**config.mk**
```make
export PLATFORM = sky130hd
export DESIGN_NAME = tcp_timer_counter
export DESIGN_NICKNAME = d
export VERILOG_FILES = /design/src/tcp_pkg.sv /design/src/tcp_timer_counter.sv
export SDC_FILE = /design/constraint.sdc
export NUM_CORES = 1
export LEC_CHECK = 0
export ABC_CLOCK_PERIOD_IN_PS = 5400
export BUFFER_PORTS_ARGS = -buffer_cell sky130_fd_sc_hd__buf_2
export CAP_MARGIN = 40
export CORE_MARGIN = 3
export CORE_UTILIZATION = 30
export DETAILED_ROUTE_END_ITERATION = 6
export PLACE_DENSITY_LB_ADDON = 0.05
export SLEW_MARGIN = 20
export SYNTH_ARGS = -nofsm -noshare
export SYNTH_HDL_FRONTEND = slang
export SYNTH_SLANG_ARGS = --single-unit
export TNS_END_PERCENT = 50
```
**constraint.sdc**
```tcl
create_clock -name hclk -period 5.4 [get_ports hclk]
set_input_delay 0.27 -clock hclk [delete_from_list [all_inputs] [get_ports hclk]]
set_output_delay 0.27 -clock hclk [all_outputs]
set_load 0.03 [all_outputs]
```
**src/tcp_pkg.sv**
```systemverilog
// Constants and types for the timer and counter line allocator
package tcp_pkg;

   // Unit and line counts
   localparam int unsigned N_TIMERS     = 4;
   localparam int unsigned N_UNITS      = 6;
   localparam int unsigned N_LINES      = 16;
   localparam int unsigned N_FLEX       = 8;
   localparam int unsigned CNT_W        = 32;
   localparam int unsigned MODE_W       = 4;
   localparam int unsigned ADDR_W       = 8;
   localparam int unsigned UNIT_CTRA    = 4;
   localparam int unsigned UNIT_CTRB    = 5;

   // Register byte offsets
   localparam logic [7:0] OFS_CTRL       = 8'h00;
   localparam logic [7:0] OFS_PIN_OFFSET = 8'h04;
   localparam logic [7:0] OFS_CLK_BASE   = 8'h08;
   localparam logic [7:0] OFS_MODES      = 8'h0C;
   localparam logic [7:0] OFS_LINE_DIR   = 8'h10;
   localparam logic [7:0] OFS_LINE_OUT   = 8'h14;
   localparam logic [7:0] OFS_LINE_IN    = 8'h18;
   localparam logic [7:0] OFS_LINE_MAP   = 8'h1C;
   localparam logic [7:0] OFS_CNT_A      = 8'h20;
   localparam logic [7:0] OFS_CNT_B      = 8'h24;
   localparam logic [7:0] OFS_CNT_A_RC   = 8'h28;
   localparam logic [7:0] OFS_CNT_B_RC   = 8'h2C;
   localparam logic [7:0] OFS_IRQ_STAT   = 8'h30;
   localparam logic [7:0] OFS_IRQ_CLR    = 8'h34;
   localparam logic [7:0] OFS_IRQ_EN     = 8'h38;

   // Limits and clock base classes
   localparam logic [3:0] OFFSET_MAX     = 4'h8;
   localparam logic [2:0] CLKBASE_MAX    = 3'h6;
   localparam logic [2:0] CLKBASE_DIV_LO = 3'h3;
   localparam logic [3:0] LINE_NONE      = 4'hF;

   // Timer mode encodings
   localparam logic [3:0] MODE_PWM16      = 4'h0;
   localparam logic [3:0] MODE_PWM8       = 4'h1;
   localparam logic [3:0] MODE_PER32_RISE = 4'h2;
   localparam logic [3:0] MODE_PER32_FALL = 4'h3;
   localparam logic [3:0] MODE_DUTY_IN    = 4'h4;
   localparam logic [3:0] MODE_FW_COUNT   = 4'h5;
   localparam logic [3:0] MODE_FW_DEBOUNCE = 4'h6;
   localparam logic [3:0] MODE_FREQ_OUT   = 4'h7;
   localparam logic [3:0] MODE_QUADRATURE = 4'h8;
   localparam logic [3:0] MODE_TIMER_STOP = 4'h9;
   localparam logic [3:0] MODE_SYS_LOW    = 4'hA;
   localparam logic [3:0] MODE_SYS_HIGH   = 4'hB;
   localparam logic [3:0] MODE_PER16_RISE = 4'hC;
   localparam logic [3:0] MODE_PER16_FALL = 4'hD;
   localparam logic [3:0] MODE_LINE_TO_LINE = 4'hE;

   // Interrupt status bit positions
   localparam int unsigned IRQ_W             = 5;
   localparam int unsigned IRQ_CTRA_CONFLICT = 0;
   localparam int unsigned IRQ_CLK_CONFLICT  = 1;
   localparam int unsigned IRQ_RANGE_BAD     = 2;
   localparam int unsigned IRQ_CTRA_WRAP     = 3;

   // Reset values
   localparam logic [2:0] CLKBASE_RST = 3'h2;
   localparam logic [3:0] MODE_RST    = MODE_SYS_LOW;

   typedef struct packed {
      logic [N_UNITS-1:0]              en;
      logic [3:0]                      offset;
      logic [2:0]                      clk_base;
      logic [N_TIMERS-1:0][MODE_W-1:0] modes;
      logic [N_LINES-1:0]              dir;
      logic [N_LINES-1:0]              gp_out;
      logic [N_LINES-1:0]              lout;
      logic [1:0][CNT_W-1:0]           count;
      logic [1:0]                      prev;
      logic [IRQ_W-1:0]                irq_st;
      logic [IRQ_W-1:0]                irq_en;
      logic                            irq;
      logic [31:0]                     rdata;
      logic                            wr_pend;
      logic [ADDR_W-1:0]               wr_addr;
   } tcp_state_t;

   localparam tcp_state_t ST_RST = '{
      clk_base: CLKBASE_RST,
      modes:    {N_TIMERS{MODE_RST}},
      default:  '0
   };

endpackage

```
**src/tcp_timer_counter.sv**
```systemverilog
// Timer and counter line allocator with AHB-Lite register slave
// How it works
// RULE_01 - Four timers, two counters, separately enabled
// RULE_02 - Enabled units take consecutive lines from offset
// RULE_03 - Pin offset accepts zero through eight
// RULE_04 - Disabled units skip; later units move down
// RULE_05 - Numbering continues from flexible into extended lines
// RULE_06 - Unclaimed lines keep their general-purpose role
// RULE_07 - Excluding clock base removes counter A
// RULE_08 - Clock bases three to six exclude counter A
// RULE_09 - Counter A enable refused under excluding base
// RULE_10 - Excluding base refused while counter A enabled
// RULE_11 - Claimed line direction set, kept after disable
// RULE_12 - Counters count falling edges, 32 bits
// RULE_13 - Read-and-reset returns count before clearing
// RULE_14 - Modes zero to three: PWM and period
// RULE_15 - Modes four to six: duty, firmware counting
// RULE_16 - Modes seven to nine; nine odd timers
// RULE_17 - Modes ten to fourteen; ten is default
// RULE_18 - Counter read captured whole in one edge
//
// Implementation choices: the register offsets and the AHB-Lite slave port.
`timescale 1ns/1ps
`default_nettype none

module tcp_timer_counter
   import tcp_pkg::*;
(
   input  wire logic                hclk,       // Bus clock, 50 MHz
   input  wire logic                hresetn,    // Async reset, active low
   input  wire logic                hsel,       // Slave select
   input  wire logic [31:0]         haddr,      // Byte address
   input  wire logic [1:0]          htrans,     // Transfer type
   input  wire logic                hwrite,     // Write when high
   input  wire logic [2:0]          hsize,      // Transfer size
   input  wire logic [31:0]         hwdata,     // Write data
   input  wire logic                hready,     // Bus ready
   output logic [31:0]              hrdata,     // Read data
   output logic                     hreadyout,  // Slave ready
   output logic                     hresp,      // Response, always OKAY
   input  wire logic [N_LINES-1:0]  line_in,    // Line levels
   output logic [N_LINES-1:0]       line_out,   // Line drive levels
   output logic [N_LINES-1:0]       line_oe,    // Line drive enables
   input  wire logic [N_TIMERS-1:0] timer_wave, // Timer output waveforms
   output logic                     irq         // Level interrupt
);

   tcp_state_t               st_reg;
   tcp_state_t               st_next;
   logic [N_UNITS-1:0]       act;
   logic [3:0]               slot [N_UNITS];
   logic [N_UNITS-1:0]       want_out;
   logic [N_UNITS-1:0]       wave_all;
   logic [4:0]               pos;
   logic                     excl;
   logic [1:0]               fall;
   logic                     cin;
   logic [IRQ_W-1:0]         ev;
   logic [IRQ_W-1:0]         wr_clr;
   logic [3:0]               mreq;
   logic [4*N_UNITS-1:0]     map;
   logic                     req_ok;
   logic                     addr_ok;

   assign wave_all  = {2'b00, timer_wave};
   assign hreadyout = 1'b1;
   assign hresp     = 1'b0;
   assign hrdata    = st_reg.rdata;
   assign line_out  = st_reg.lout;
   assign line_oe   = st_reg.dir;
   assign irq       = st_reg.irq;

   // Which timer modes drive their line
   for (genvar g = 0; g < N_UNITS; g++)
   begin : g_unit
      if (g < N_TIMERS)
      begin : g_tmr
         assign want_out[g] = (st_reg.modes[g] == MODE_PWM16)
                           || (st_reg.modes[g] == MODE_PWM8)
                           || (st_reg.modes[g] == MODE_FREQ_OUT);
      end
      else
      begin : g_ctr
         assign want_out[g] = 1'b0;
      end
   end

   always_comb
   begin
      st_next = st_reg;
      ev      = '0;
      wr_clr  = '0;
      mreq    = '0;
      cin     = 1'b0;
      map     = '0;
      excl    = (st_reg.clk_base >= CLKBASE_DIV_LO); // [RULE_08]

      // Pack enabled units onto consecutive lines
      pos = {1'b0, st_reg.offset}; // [RULE_02] [RULE_05]
      for (int u = 0; u < N_UNITS; u++)
      begin
         act[u]  = st_reg.en[u]
                && !((u == UNIT_CTRA) && excl); // [RULE_01] [RULE_07]
         slot[u] = pos[3:0];
         if (act[u])
            pos = pos + 5'h01; // [RULE_04]
         map[4*u +: 4] = act[u] ? slot[u] : LINE_NONE;
      end

      // Falling edge counters
      for (int c = 0; c < 2; c++)
      begin
         cin     = line_in[slot[UNIT_CTRA + c]];
         fall[c] = act[UNIT_CTRA + c] && st_reg.prev[c] && !cin;
         st_next.prev[c] = act[UNIT_CTRA + c] ? cin : 1'b0;
         if (fall[c])
         begin
            st_next.count[c] = st_reg.count[c] + 32'h1; // [RULE_12]
            if (st_reg.count[c] == '1)
               ev[IRQ_CTRA_WRAP + c] = 1'b1;
         end
      end

      // Write data phase
      if (st_reg.wr_pend)
      begin
         if (st_reg.wr_addr == OFS_CTRL)
         begin
            st_next.en = hwdata[N_UNITS-1:0]; // [RULE_01]
            if (hwdata[UNIT_CTRA] && excl)
            begin
               st_next.en[UNIT_CTRA] = 1'b0; // [RULE_09]
               ev[IRQ_CTRA_CONFLICT] = 1'b1;
            end
         end
         else if (st_reg.wr_addr == OFS_PIN_OFFSET)
         begin
            if ((hwdata[31:4] == '0) && (hwdata[3:0] <= OFFSET_MAX))
               st_next.offset = hwdata[3:0]; // [RULE_03]
            else
               ev[IRQ_RANGE_BAD] = 1'b1;
         end
         else if (st_reg.wr_addr == OFS_CLK_BASE)
         begin
            if ((hwdata[31:3] != '0) || (hwdata[2:0] > CLKBASE_MAX))
               ev[IRQ_RANGE_BAD] = 1'b1;
            else if ((hwdata[2:0] >= CLKBASE_DIV_LO)
                     && st_reg.en[UNIT_CTRA])
               ev[IRQ_CLK_CONFLICT] = 1'b1; // [RULE_10]
            else
               st_next.clk_base = hwdata[2:0];
         end
         else if (st_reg.wr_addr == OFS_MODES)
         begin
            for (int t = 0; t < N_TIMERS; t++)
            begin
               mreq = hwdata[4*t +: 4];
               // [RULE_14] [RULE_15] [RULE_17]
               if ((mreq > MODE_LINE_TO_LINE)
                   || ((mreq == MODE_TIMER_STOP) && (t % 2 == 0)))
                  ev[IRQ_RANGE_BAD] = 1'b1; // [RULE_16]
               else
                  st_next.modes[t] = mreq;
            end
         end
         else if (st_reg.wr_addr == OFS_LINE_DIR)
         begin
            st_next.dir = hwdata[N_LINES-1:0];
         end
         else if (st_reg.wr_addr == OFS_LINE_OUT)
         begin
            st_next.gp_out = hwdata[N_LINES-1:0];
         end
         else if (st_reg.wr_addr == OFS_IRQ_CLR)
         begin
            wr_clr = hwdata[IRQ_W-1:0];
         end
         else if (st_reg.wr_addr == OFS_IRQ_EN)
         begin
            st_next.irq_en = hwdata[IRQ_W-1:0];
         end
      end

      // Claimed lines take the unit's direction; it stays once released
      st_next.lout = st_next.gp_out; // [RULE_06]
      for (int u = 0; u < N_UNITS; u++)
      begin
         if (act[u])
         begin
            st_next.dir[slot[u]] = want_out[u]; // [RULE_11]
            if (want_out[u])
               st_next.lout[slot[u]] = wave_all[u];
         end
      end

      // Set wins over clear
      st_next.irq_st = (st_reg.irq_st & ~wr_clr) | ev;
      st_next.irq    = |(st_next.irq_st & st_next.irq_en);

      // Address phase
      st_next.wr_pend = 1'b0;
      req_ok  = hsel && htrans[1] && hready;
      addr_ok = (haddr[31:ADDR_W] == '0);
      if (req_ok)
      begin
         st_next.wr_pend = hwrite && addr_ok;
         st_next.wr_addr = haddr[ADDR_W-1:0];
         if (!hwrite)
         begin
            st_next.rdata = '0;
            if (!addr_ok)
               st_next.rdata = '0;
            else if (haddr[ADDR_W-1:0] == OFS_CTRL)
               st_next.rdata[N_UNITS-1:0] = st_next.en;
            else if (haddr[ADDR_W-1:0] == OFS_PIN_OFFSET)
               st_next.rdata[3:0] = st_next.offset;
            else if (haddr[ADDR_W-1:0] == OFS_CLK_BASE)
               st_next.rdata[2:0] = st_next.clk_base;
            else if (haddr[ADDR_W-1:0] == OFS_MODES)
               st_next.rdata[MODE_W*N_TIMERS-1:0] = st_next.modes;
            else if (haddr[ADDR_W-1:0] == OFS_LINE_DIR)
               st_next.rdata[N_LINES-1:0] = st_next.dir;
            else if (haddr[ADDR_W-1:0] == OFS_LINE_OUT)
               st_next.rdata[N_LINES-1:0] = st_next.gp_out;
            else if (haddr[ADDR_W-1:0] == OFS_LINE_IN)
               st_next.rdata[N_LINES-1:0] = line_in;
            else if (haddr[ADDR_W-1:0] == OFS_LINE_MAP)
               st_next.rdata[4*N_UNITS-1:0] = map;
            else if (haddr[ADDR_W-1:0] == OFS_CNT_A)
               st_next.rdata = st_reg.count[0]; // [RULE_18]
            else if (haddr[ADDR_W-1:0] == OFS_CNT_B)
               st_next.rdata = st_reg.count[1]; // [RULE_18]
            else if (haddr[ADDR_W-1:0] == OFS_CNT_A_RC)
            begin
               st_next.rdata    = st_reg.count[0]; // [RULE_13]
               st_next.count[0] = fall[0] ? 32'h1 : 32'h0;
            end
            else if (haddr[ADDR_W-1:0] == OFS_CNT_B_RC)
            begin
               st_next.rdata    = st_reg.count[1]; // [RULE_13]
               st_next.count[1] = fall[1] ? 32'h1 : 32'h0;
            end
            else if (haddr[ADDR_W-1:0] == OFS_IRQ_STAT)
               st_next.rdata[IRQ_W-1:0] = st_reg.irq_st;
            else if (haddr[ADDR_W-1:0] == OFS_IRQ_EN)
               st_next.rdata[IRQ_W-1:0] = st_next.irq_en;
         end
      end
   end

   always_ff @(posedge hclk or negedge hresetn)
   begin
      if (!hresetn)
         st_reg <= ST_RST;
      else
         st_reg <= st_next;
   end

endmodule // tcp_timer_counter

`default_nettype wire

```
# Word level (Yosys, flattened, before mapping)

Cells that the tools add are included.

Bits in registers: 195
Latch bits: 0
RAM bits: 0
Memory bits (read-only): 0
Input port bits: 94
Output and inout port bits: 67
Word-level logic and storage cells: 304
Memories kept: 0

Add/sub/neg operators: 7
Multipliers: 0
Divide/modulo/power cells: 0
$lt $le $gt $ge: 20
Equality and inequality tests: 32
Shift operators: 0
Muxes and demuxes: 175
Bitwise gates (word level): 9
Reduce and logical (&&, ||, !) cells: 42

Operators by type and width:

| kind                                                        | count |
|---|---|
| two-way mux 64 bit                                          | 13 |
| two-way mux 32 bit                                          | 21 |
| two-way mux 16 bit                                          | 26 |
| two-way mux 24 bit                                          | 11 |
| bitwise mux 16 bit                                          | 8 |
| two-way mux 5 bit                                           | 20 |
| two-way mux 4 bit                                           | 18 |
| adder 32 x 1 -> 32 bit (second input constant)              | 2 |
| equality test 32 bit (second input constant)                | 2 |
| equality test 8 x 6 -> 1 bit (second input constant)        | 8 |
| two-way mux 61 bit                                          | 1 |
| two-way mux 55 bit                                          | 1 |
| two-way mux 51 bit                                          | 1 |
| equality test 8 x 5 -> 1 bit (second input constant)        | 6 |
| two-way mux 48 bit                                          | 1 |
| bitwise AND 16 bit                                          | 2 |
| equality test 8 x 4 -> 1 bit (second input constant)        | 4 |
| two-way mux 1 bit                                           | 32 |
| inverter 16 bit                                             | 2 |
| less-than comparator 4 x 5 -> 1 bit (second input constant) | 6 |
| two-way mux 29 bit                                          | 1 |
| nonzero test 29 bit                                         | 1 |
| zero test 28 bit                                            | 1 |
| two-way mux 28 bit                                          | 1 |
| other kinds (31)                                            | 96 |

# Longest topological paths before layout

Gate-level depths: netlist (run 1).

Depth after elaboration: 46
Gate-level depth with buffers: 22
Depth with buffers taken out: 20

# Worst setup path before layout (run 1)

No wires, ideal clock.

Path type: register to register
Start: reg st_reg (netlist bit slot[20])
End: reg st_reg[112] in the netlist's numbering
Library setup time: 78 ps
Arrival time: 5048 ps
Data required time: 5322 ps
Setup slack: 274 ps
Cell stages (with the launch flop): 22
Buffers on the path: 1
Clock period less this slack: 5126 ps
Cell sequence: dfrtp_1 -> inv_1 -> ha_1 -> mux2_4 -> ha_1 -> nand2_1 -> o21a_1 -> ha_1 -> nand2b_1 -> o311a_1 -> ha_1 -> mux2i_1 -> ha_1 -> nor2_1 -> a21oi_1 -> mux4_2 -> a22oi_1 -> mux2_2 -> nand2_1 -> clkbuf_1 -> or4_1 -> a21oi_1

RTL lines:

| item                   | line                     | RTL |
|---|---|---|
| start, declared        | tcp_timer_counter.sv:48  | `tcp_state_t st_reg;` |
| start signal, assigned | tcp_timer_counter.sv:256 | `st_reg <= st_next;` |

==> results summary, run 1 <==
The run finished with clean final reports. The detailed router used layers up to and including met4. The final critical path time including I/O delays and setup is 5.12 ns. The number of global-route vias before repair is 13.3k. The synthesized area divided by synthesized cell count came out at 8.53 sq um.

The synthesized flop and latch total is 195. The highest fanout seen on the critical path came out at 18. The met1 layer wirelength in the final routing came out at 27600 microns. The kind of cell with the highest combined delay along the critical path is adder cells. From synthesis to final layout, the design area changed by 13.4%.

Once detail routing completed, the nets flagged for antenna violations numbered 0. The total overflow left after global routing is 0. The number of max-slew violations in the final report came out at 0.

The design draws 4.42 mW. For this block, the via count after detailed routing is 13.5k. Counting both buffers and inverters, the worst setup path holds a total of 1.

Max-cap violations in this run came to 0. The met3 routed wirelength is 2660 microns. Dividing the detail-routed via count by the number of cells gives 5.79. The Yosys warning count came out at 0. Of the total synthesized cell area, the portion taken by XOR and XNOR cells is 0.0385. Of the total synthesized cell area, the portion taken by AND, OR, NAND and NOR gates is 0.222. The setup skew after layout is 0.0164 ns. The period utilization came out at 0.948.

The clock transition at the registers of the reported paths is 0.08 ns. The kind of start point of the critical path is a flip-flop. The tree is rooted in a sky130_fd_sc_hd__clkbuf_16. The top-level I/O count came out at 161. The most used flip-flop cell after synthesis is sky130_fd_sc_hd__dfrtp_1.

The share of the core filled with cells is 0.346. The share of the Yosys chip area taken by registers is 0.352. The number of flip-flops in the largest register is 121. The final-report hold violation count came out at 0. The routed wire length came out at 61900 microns. The worst hold path belongs to the class input pin to flip-flop. The leakage power of the design is 6.70 nW.

The post-detailed-route DRC marker count is 0. In this run, CTS created clock tree buffers numbering 17. The area of the die is 48900 sq um.

The die is 221 microns wide. The total standard cell area after synthesis is 13900 sq um. The kind of end point of the critical path is a flip-flop. The net count of the mapped netlist is 1749.

Counting along the longest clock path gives a buffer depth of 2. The placeable core area is 45600 sq um. In the global route stage, overall resource usage came out at 0.249.

The number of H-tree levels is 4. The first-pass GRT wire length is 90900 microns. The worst path required time is 5.82 ns. For this run, the top clock speed supported by timing is 195 MHz.

The estimated wirelength of the detail-placed design is 48300 microns. Once the clock tree was built, the setup fixing pass inserted 0 buffers. The actual slew at the worst max-slew pin came out at 0.862 ns. The number of failing setup endpoints in the final timing report came out at 0. The share of final-layout standard cells stronger than drive strength 1 is 0.195. The adder and majority cell fraction of the synthesized area came out at 0.0243.

The routability congestion estimate from global placement came out at 0.936. The post-synthesis mux area share came out at 0.0730. The async set or reset register ratio after synthesis came out at 1.00.

The delay of the slowest critical-path stage is 0.52 ns. Counting flops with a built-in enable in the synthesized netlist gives 0. The number of design-rule violations left by the first detailed-router iteration is 1104. The worst relative slew slack is 0.426. The compound-gate portion of the synthesized area is 0.217. The clock tree from TritonCTS is yes. For this configuration, the core starts out at a cell density of 0.305. The initial antenna violation count came out at 1. Power spread over the standard cell area amounts to 281 nW/um^2. By area, the combinational part of the netlist is dominated by simple AND/OR/NAND/NOR gates.

The standard cell with the maximum stage delay on the critical path is sky130_fd_sc_hd__or4_1. The worst setup path is of the flip-flop to flip-flop kind. For the worst-skew pair, the clock arrives at the later sink with an insertion delay of 0.51 ns.

The number of library cell types mapped by synthesis came out at 85. The post-route setup TNS is 0 ns. The initialized floorplan defines 78 standard-cell rows.

The quantity of I/O buffers inserted on ports came out at 154. After technology mapping, the gate count stands at 1628. The tree built by TritonCTS fans out to 195 sinks. The arrival time of the worst setup path came out at 5.54 ns. Entering global routing, the biggest net connects 95 pins. The number of optimization iterations in the first detailed-route pass came out at 5. The final net count came out at 1834. The worst-case vdd ir drop is 0.000176 V.

From bottom edge to top edge, the die measures 221 microns. The average wire per cell in the routed design is 26.6 microns. The total length of routed met2 wires is 29300 microns.

Traced cell by cell, the critical path runs through inv_1 -> ha_1 -> mux2_4 -> ha_1 -> nand2_1 -> o21a_1 -> ha_1 -> nand2b_1 -> o311a_1 -> ha_1 -> mux2i_1 -> ha_1 -> nor2_1 -> a21oi_2 -> mux4_2 -> a22oi_1 -> mux2_2 -> nand2_2 -> or4_1 -> a21oi_1. The diode insertion count for antenna repair came out at 0. Setup repair after global routing left no endpoint under its margin. The most common cell type on the critical path is sky130_fd_sc_hd__ha_1.
final timing paths:
kind	start	endpoint	slack [ns]	cells after the start
max	slot[21]$_DFF_PN0_	st_reg[97]$_DFF_PN0_	0.28	20
min	hwrite	st_reg[8]$_DFF_PN0_	0.05	3
max reg2reg	slot[21]$_DFF_PN0_	st_reg[97]$_DFF_PN0_	0.28	20
min reg2reg	hrdata[27]$_DFFE_PN0P_	hrdata[27]$_DFFE_PN0P_	0.48	2
max in group asynchronous	hresetn	hrdata[24]$_DFFE_PN0P_	3.82	3
min in group asynchronous	hresetn	line_oe[8]$_DFF_PN0_	0.35	2
tightest hold or removal path, stage by stage:
cell and delay [ns]:
sky130_fd_sc_hd__buf_2 0.10, sky130_fd_sc_hd__inv_1 0.09, sky130_fd_sc_hd__nor3_1 0.07
kinds of logic (layout without fill, tap and decap cells):
kind of cell               Yosys count  in the layout
xor gates and xnor gates            51             51
DFF                                195            195
AOI/OAI and AO/OA                  442            442
muxes                               88             88
buffers and inverters              192            290
and+or+nand+nor                    631            631
other                                2              2
adders and majority gates           27             27
timing repair:
item                                   CTS  global route
gates resized for setup                  0             2
hold buffers                             1             0
endpoints found under the hold margin   88             0
setup endpoints to repair                0            27
metal layers:
layer / GRT usage / up-vias
li1: - / 6166
met1: 0.336 / 6780
met2: 0.409 / 434
met3: 0.0300 / 81
met4: 0.0997 / 0
met5: 0 / -
report_power, final:
| group | total (mW) | switching [mW] | internal, mW |
|---|---|---|---|
| Clock | 1.39 | 0.682 | 0.708 |
| Combinational | 1.31 | 0.869 | 0.445 |
| Sequential | 1.72 | 0.144 | 1.57 |
| Total | 4.42 | 1.69 | 2.73 |
stage by stage:
stage               hold WS [ns]  instances  setup WS [ns]  area [sq um]
floorplan                -0.0256       1628          0.274         13900
global placement           0.351       2290          0.159         15100
detailed placement         0.345       2293         0.0480         15100
CTS                       0.0245       2326        0.00364         15700
global route              0.0674       2326         0.0428         15800
finish                    0.0502       2326          0.283         15800
layout make-up:
cell class | instances | area [sq um]
tap | 600 | 751
inverter | 34 | 128
clock buffer | 18 | 439
sequential | 195 | 4890
timing repair buffer | 224 | 1340
multi-input combinational | 1241 | 8030
fill | 4814 | 29800
clock inverter | 14 | 171
cell usage in the layout (no fill, tap or decap), drive strengths merged, types with 11 or more instances in the layout:
cell type	count
nor2b	11
o22ai	25
and3	31
mux2i	47
xnor2	18
and2	20
nor3	32
dfrtp	186
nor2	142
buf	223
mux2	34
a31oi	26
nand2	197
o211ai	16
clkbuf	18
inv	36
xor2	30
nand3	81
nor4	21
a221oi	31
o31ai	29
ha	27
nand2b	17
a22oi	29
o22a	12
nand4	27
a21oi	71
or4	25
o21ai	104
cells in the mapped netlist (all sizes together), types with 26 or more instances:
cell,n,area [sq um]
mux2,34,387
nor2,142,533
clkbuf,78,300
a22oi,29,218
ha,27,338
and3,31,194
nand4,27,169
nand2,197,739
mux2i,47,470
buf,80,577
xor2,30,282
nand3,81,405
o21ai,104,521
o31ai,29,218
dfrtp,186,4650
a21oi,71,355
a221oi,31,272
a31oi,26,163
nor3,32,176
inv,32,120
Note: power is estimated with default switching activity, not from simulation.
==> inputs of run 2 (changes only) <==
Settings changed: CORE_UTILIZATION 30 to 50, PLACE_DENSITY set to 0.73, PLACE_DENSITY_LB_ADDON 0.05 to unset.
==> run 2 against run 1 <==
Effect of this change:
- the run now ends with design-rule violations left
- core utilization rose by 22 points
- cell count decreased by 10%
- via count grew 4.4%
- fmax is 0.65% lower
- count of clock-buffer cells in the layout down 1
- sequential power hardly changed
- die area decreased by 39%
- worst setup slack lost 0.034 ns
- global-route usage increased by 9.1 points
- clock power decreased by 4%
- non-clock buffer count down 6
- critical endpoint is now st_reg[104]$_DFF_PN0_
- largest power group unchanged
- highest routed layer unchanged
==> results summary, run 2 (synthesis gave the netlist of run 1 again) <==
The initial antenna violation count came out at 0 (-1). The actual slew at the worst max-slew pin was 0.916 ns (+0.0543 ns). The design internal power came to 2.65 mW (-2.6%). The clock insertion delay at the later pin of the skew report came out at 0.46 ns (-0.05 ns). The clock network fraction of design power is 0.309 (-0.006). The combinational cell fraction of total power is 0.300 (+0.003). The number of buffers on the longest clock path came out at 2 (unchanged). The number of H-tree levels came to 4 (unchanged).

The final net count is 1828 (-0.33%). The all-layer global routing usage came out at 0.341 (+0.0911). The final design area excluding fillers is 15500 sq um (-1.9%).

The final critical path time including I/O delays and setup is 5.15 ns (+0.0337 ns). The starting density of the core was 0.513 (+0.208). The average wire per cell in the routed design came to 25.0 microns (-6.3%). The area of the die is 29800 sq um (-39%). The largest individual stage delay along the critical path comes from the cell sky130_fd_sc_hd__or4_1.

The setup skew after layout came out at 0.0188 ns (+0.00237 ns). The number of standard-cell rows in the floorplan came out at 60 (-23%). The number of vias in the routed layout came to 14.1k (+4.4%). The sequential group share of total power is 0.391 (+0.003).

The period utilization came to 0.954 (+0.00625). Leaving out fill and tap cells, the most frequent cells in the layout are sky130_fd_sc_hd__nand2_1, sky130_fd_sc_hd__dfrtp_1, sky130_fd_sc_hd__buf_2. The number of buffers and inverters on the critical path is 4 (+3).

The worst relative slew slack is 0.389 (-0.0362). The first-pass GRT wire length is 79400 microns (-13%). The worst-case vdd ir drop came out at 0.000164 V (-6.8%). The most numerous cell type found on the critical path is sky130_fd_sc_hd__ha_1.

The total grt overflow came out at 0 (unchanged). The power density over cell area is 281 nW/um^2 (+0.23%). The number of flip-flops in the largest register came out at 121 (unchanged). The number of max-slew violations in the final report came out at 0 (unchanged). The worst hold slack came out at 0.0672 ns (+0.0171 ns). The number of buffers inserted during clock tree synthesis came to 17 (unchanged). The share of the core filled with cells is 0.570 (+0.225). The max-capacitance violation count came out at 0 (unchanged). The number of design-rule violations left by the first detailed-router iteration came out at 1791 (+62%). The number of optimization iterations in the first detailed-route pass came to 7 (+2). The quantity of I/O buffers inserted on ports came out at 154 (unchanged).

The height of the chip is 173 microns (-22%). In this run the worst hold path is classified as input pin to flip-flop. The flow ran to the end, but the final reports show violations. The maximum number of pins on one net before global-route repair is 103 (+8.4%). The number of fill cells came out at 2426 (-50%).

Leaving out fill and tap cells, the most frequent cell in the layout is sky130_fd_sc_hd__nand2_1. The post-detailed-route via-to-cell ratio is 6.72 (+16%). The fmax came out at 194 MHz (-0.65%). The fraction of power spent switching nets is 0.389 (+0.00582). STA classifies the critical path startpoint as a flip-flop.

The estimated wirelength of the detail-placed design came out at 39800 microns (-18%). The total power draw is 4.35 mW (-1.7%). The number of failing setup endpoints in the final timing report was 0 (unchanged). The worst-case setup margin in the final layout is 0.249 ns (-0.0337 ns).

The delay of the slowest critical-path stage came to 0.54 ns (+0.02 ns). The final reports fail on design-rule violations. The chip width is 173 microns (-22%). The clock tree from TritonCTS is yes.

The net switching power of the design was 1.69 mW (-0.18%). The highest fanout seen on the critical path came out at 51 (+33). The number of global-route vias before repair is 13.2k (-0.68%). The share of final-layout standard cells stronger than drive strength 1 came out at 0.194 (-0.00164). The routability congestion estimate from global placement came to 1.01 (+8.1%). The signal on the critical path passes through inv_1 -> ha_1 -> mux2_4 -> ha_1 -> nand2_1 -> o21a_1 -> ha_1 -> nand2b_1 -> o311a_1 -> ha_1 -> mux2i_4 -> buf_4 -> inv_1 -> a21oi_4 -> mux4_2 -> nand2_1 -> mux2i_1 -> a31o_1 -> buf_6 -> or4_1 -> a21oi_1. The sink count of the clock tree came out at 195 (unchanged). The number of nets with antenna violations after detailed routing came out at 0 (unchanged). The post-detailed-placement cell area was 14700 sq um (-2.7%). The worst path required time is 5.78 ns (-0.04 ns). The placeable core area came out at 27100 sq um (-41%). The sequential cell area came to 4890 sq um (unchanged).

The arrival time of the worst setup path came out at 5.53 ns (about the same). The routed wire length came out at 52200 microns (-16%). The top-level I/O count came out at 161 (unchanged). On the critical path the largest part of the delay comes from adder cells. The diode insertion count for antenna repair came out at 0 (unchanged).

The category of the critical setup timing path is flip-flop to flip-flop. The post-detailed-route DRC marker count is 6 (+6). The clock transition at the registers of the reported paths is 0.09 ns (about the same). The area growth from synthesis to layout is 11.2%. The post-placement setup slack is -0.0814 ns (-0.129 ns). STA classifies the critical path endpoint as a flip-flop. CTS placed an instance of sky130_fd_sc_hd__clkbuf_16 at the clock tree root.

The leakage power of the design was 6.68 nW (-0.31%). The final-report hold violation count was 0 (unchanged). The combined area of the multi-input logic cells came out at 8080 sq um (+0.55%).
## run 2: area by class of cell
| cell class | instances | share of cell area |
|---|---|---|
| clock inverters | 15 | 0.0118 |
| flip-flops and latches | 195 | 0.316 |
| repair buffers | 218 | 0.0831 |
| clock buffers | 17 | 0.0275 |
| well taps | 372 | 0.0301 |
| inverters | 34 | 0.00826 |
| multi-input cells | 1241 | 0.523 |
## run 2: worst reg2reg max path, cell delays in order, from the launching register on
cell and delay [ns]:
sky130_fd_sc_hd__dfrtp_1 0.39, sky130_fd_sc_hd__inv_1 0.10, sky130_fd_sc_hd__ha_1 0.23, sky130_fd_sc_hd__mux2_4 0.30, sky130_fd_sc_hd__ha_1 0.34, sky130_fd_sc_hd__nand2_1 0.08
sky130_fd_sc_hd__o21a_1 0.15, sky130_fd_sc_hd__ha_1 0.33, sky130_fd_sc_hd__nand2b_1 0.15, sky130_fd_sc_hd__o311a_1 0.17, sky130_fd_sc_hd__ha_1 0.34, sky130_fd_sc_hd__mux2i_4 0.22
sky130_fd_sc_hd__buf_4 0.17, sky130_fd_sc_hd__inv_1 0.13, sky130_fd_sc_hd__a21oi_4 0.26, sky130_fd_sc_hd__mux4_2 0.38, sky130_fd_sc_hd__nand2_1 0.09, sky130_fd_sc_hd__mux2i_1 0.08
sky130_fd_sc_hd__a31o_1 0.22, sky130_fd_sc_hd__buf_6 0.21, sky130_fd_sc_hd__or4_1 0.55, sky130_fd_sc_hd__a21oi_1 0.19
## run 2: per-layer routing
metal | GRT usage | vias to the layer above | wire length [microns]
met5 | 0 | - | 0
met4 | 0.180 | 0 | 3330
met3 | 0.0498 | 161 | 4920
met2 | 0.548 | 861 | 23900
met1 | 0.447 | 6873 | 20000
li1 | - | 6163 | -
## run 2: power by group through the flow
| stage | registers, mW | logic (mW) | clock network [mW] |
|---|---|---|---|
| 3_3_place_gp | 1.72 | 1.20 | 0 |
| 3_5_place_dp | 1.73 | 1.22 | 0 |
| 6_report | 1.70 | 1.31 | 1.34 |
| 5_1_grt | 1.72 | 1.37 | 1.41 |
| 4_1_cts | 1.70 | 1.23 | 1.34 |
| 2_1_floorplan | 1.67 | 0.846 | 0 |
## run 2: worst paths after layout
check / start / endpoint / slack, ns / cells after the start
max: slot[21]$_DFF_PN0_ / st_reg[104]$_DFF_PN0_ / 0.25 / 21
min in group asynchronous: hresetn / st_reg[172]$_DFF_PN0_ / 0.19 / 2
min: hwrite / st_reg[8]$_DFF_PN0_ / 0.07 / 3
max in group asynchronous: hresetn / st_reg[109]$_DFF_PN0_ / 3.88 / 4
max reg2reg: slot[21]$_DFF_PN0_ / st_reg[104]$_DFF_PN0_ / 0.25 / 21
min reg2reg: hrdata[28]$_DFFE_PN0P_ / hrdata[28]$_DFFE_PN0P_ / 0.48 / 2
## run 2: metrics by stage
step                      cells  TNS, ns
after floorplan            1628        0
after global placement     2049        0
after detailed placement   2054   -0.387
after CTS                  2087        0
after global routing       2092  -0.0242
final                      2092        0
## run 2: what timing repair did
item | 4_1_cts | 5_1_grt
gates resized for setup | 1 | 11
setup buffers | 0 | 2
hold endpoints to repair | 94 | 0
hold buffers | 1 | 0
pin swaps | 0 | 3
setup endpoints to repair | 9 | 28
==> inputs of run 3 (changes only) <==
Settings changed: BUFFER_PORTS_ARGS -buffer_cell sky130_fd_sc_hd__buf_2 to -buffer_cell sky130_fd_sc_hd__buf_4, GPL_TIMING_DRIVEN set to 0, SETUP_SLACK_MARGIN set to 0.15.
==> run 3 against run 2 <==
Effect of this change:
- largest power group unchanged
- sequential share of layout area shrank 2.1 points
- routed wire length grew 7.8%
- core utilization rose by 4.1 points
- worst hold slack worse by 0.0012 ns
- via count rose by 3.4%
- first-iteration DRC count increased by 4.3%
- count of clock-buffer cells in the layout is the same
- total power up 4.4%
- critical path type unchanged
- sequential power hardly changed
- largest cell class unchanged
- worst setup slack worse by 0.13 ns
- the flow now finishes without violations
- global-route usage grew 2.7 points
- register-to-register slack got worse by 0.13 ns
==> results summary, run 3 (synthesis gave the netlist of run 1 again) <==
The first-pass GRT wire length came out at 85400 microns (+7.6%). The placeable core area is 27100 sq um (unchanged). The number of nets with antenna violations after detailed routing was 0 (unchanged). The number of optimization iterations in the first detailed-route pass came out at 7 (unchanged). The highest fanout seen on the critical path is 10 (-80%). Walking the worst path, the cells encountered are inv_1 -> ha_1 -> mux2_4 -> buf_4 -> ha_1 -> and2_1 -> buf_4 -> xnor3_2 -> or3_4 -> a311oi_4 -> xnor3_1 -> clkbuf_1 -> a22o_1 -> a221oi_1 -> o211ai_1 -> o211ai_1. The type of the tightest min-delay check is input pin to flip-flop. The top cell types in the final layout, fill and taps aside, are sky130_fd_sc_hd__buf_4, sky130_fd_sc_hd__nand2_1, sky130_fd_sc_hd__dfrtp_1. The count of placed standard cells including taps came out at 2153 (+4.8%). The all-layer global routing usage came to 0.368 (+0.0274). The number of design-rule violations left by the first detailed-router iteration came out at 1868 (+4.3%). The routability congestion estimate from global placement is 1.01 (+0.20%).

The routed wire length was 56300 microns (+7.8%). The post-detailed-route DRC marker count is 0 (-6). The number of buffers on the longest clock path came out at 2 (unchanged). The worst path required time is 5.77 ns (about the same). The average wire per cell in the routed design is 25.5 microns (+2.1%). The period utilization came out at 0.977 (+0.0236). The leakage power of the design is 7.11 nW (+6.3%). The maximum number of pins on one net before global-route repair is 88 (-15%). The number of max-slew violations in the final report is 0 (unchanged). Leaving out fill and tap cells, the most frequent cell in the layout is sky130_fd_sc_hd__buf_4. Setup repair after global routing could not meet its margin everywhere. The actual slew at the worst max-slew pin came out at 0.966 ns (+0.0503 ns). The power density over cell area is 274 nW/um^2 (-2.5%). The final critical path time including I/O delays and setup was 5.28 ns (+0.127 ns).

The number of buffers inserted during clock tree synthesis came out at 17 (unchanged). The clock tree from TritonCTS is yes. The synthesis-to-layout area growth is 19.2%. The arrival time of the worst setup path is 5.65 ns (+0.12 ns). The worst hold slack is 0.0660 ns (-0.00120 ns). The critical path is of the flip-flop to flip-flop type. The quantity of I/O buffers inserted on ports was 142 (-7.8%). The total grt overflow is 0 (unchanged). The max-capacitance violation count came out at 0 (unchanged). The cell at the root of the clock tree is sky130_fd_sc_hd__clkbuf_16. The worst setup path is captured at a flip-flop. The delay of the slowest critical-path stage is 0.82 ns (+0.28 ns). The sink count of the clock tree came out at 195 (unchanged). The slowest stage of the critical path is the sky130_fd_sc_hd__a221oi_1 cell.

The number of buffers and inverters on the critical path came out at 4 (unchanged). The worst relative slew slack came to 0.356 (-0.0335). The number of standard-cell rows in the floorplan is 60 (unchanged). The number of vias in the routed layout came out at 14.5k (+3.4%). The total power draw is 4.54 mW (+4.4%). The final net count came out at 1945 (+6.4%).

The area of the die came out at 29800 sq um (unchanged). The height of the chip came out at 173 microns (unchanged). The chip width is 173 microns (unchanged). The number of global-route vias before repair came out at 14.2k (+7.4%). The number of fill cells was 2424 (-0.082%). The clock transition at the registers of the reported paths came to 0.09 ns (about the same).

The fmax came out at 189 MHz (-2.4%). The number of failing setup endpoints in the final timing report came out at 0 (unchanged). The starting density of the core came out at 0.513 (unchanged). The worst-case vdd ir drop is 0.000259 V (+57%).

The flow ran to the end, and the final reports show no timing, DRC or antenna violations. The kind of start point of the critical path is a flip-flop. On the critical path the largest part of the delay comes from compound AO/OA/AOI/OAI gates. The top-level I/O count is 161 (unchanged). The post-detailed-route via-to-cell ratio is 6.58 (-2.1%). The clock insertion delay at the later pin of the skew report was 0.46 ns (about the same). The share of final-layout standard cells stronger than drive strength 1 is 0.217 (+0.0236). The setup skew after layout was 0.0183 ns (-0.000543 ns). The number of H-tree levels is 4 (unchanged). The final standard cell count with taps included and fillers excluded is 2210 (+5.6%). The worst-case setup margin in the final layout is 0.122 ns (-0.127 ns). The number of flip-flops in the largest register is 121 (unchanged). The final-report hold violation count is 0 (unchanged). The estimated wirelength of the detail-placed design came out at 43700 microns (+9.8%).

The post-placement setup slack came out at -0.793 ns (-0.712 ns). The initial antenna violation count is 1 (+1).
==> run 3: area by class of cell <==
cell class / count / area, sq um / share of cell area
multi-input cells: 1241 / 8210 / 0.496
flip-flops and latches: 195 / 4890 / 0.295
repair buffers: 177 / 1370 / 0.0828
plain buffers: 158 / 900 / 0.0543
well taps: 372 / 465 / 0.0281
clock buffers: 17 / 425 / 0.0257
clock inverters: 15 / 164 / 0.00990
inverters: 34 / 131 / 0.00794
diodes: 1 / 2.50 / 0.000151
==> run 3: worst min-delay path: cells and delay by family <==
kind	cells	cell delay, ns
buffers and inverters	2	0.17
and+or+nand+nor	1	0.05
==> run 3: worst paths after layout <==
check	startpoint	to	cells after the start	slack, ns
setup / recovery	slot[21]$_DFF_PN0_	hrdata[2]$_DFFE_PN0P_	16	0.12
hold / removal	hwrite	st_reg[8]$_DFF_PN0_	3	0.07
setup reg to reg	slot[21]$_DFF_PN0_	hrdata[2]$_DFFE_PN0P_	16	0.12
hold reg to reg	hrdata[31]$_DFFE_PN0P_	hrdata[31]$_DFFE_PN0P_	2	0.49
max in group asynchronous	hresetn	st_reg[91]$_DFF_PN0_	4	3.97
min in group asynchronous	hresetn	st_reg[144]$_DFF_PN0_	2	0.29
==> run 3: what timing repair did <==
item / 4_1_cts / 5_1_grt
setup endpoints to repair: 90 / 78
cloned: 0 / 0
endpoints found under the hold margin: 42 / 0
gates resized for setup: 17 / 35
pin swaps: 5 / 5
hold buffers: 1 / 0
buffers inserted: 9 / 11
==> run 3: report_power, final <==
part,switching (mW),internal [mW],total (mW)
Clock,0.725,0.627,1.35
Sequential,0.127,1.57,1.70
Combinational,0.937,0.550,1.49
==> run 3: layer usage <==
metal	GRT usage	part of all wire	vias up
li1	-	-	6411
met4	0.242	0.082	0
met3	0.0591	0.084	206
met5	0	0	-
met1	0.469	0.39	7056
met2	0.581	0.45	861
==> run 3: metrics by stage <==
stage,area [sq um],util,TNS [ns]
2_1_floorplan,13900,-,0
3_3_place_gp,15400,0.569,-26.23
3_5_place_dp,15600,0.574,-30.84
4_1_cts,16300,0.601,0
5_1_grt,16600,0.611,0
6_report,16600,0.611,0
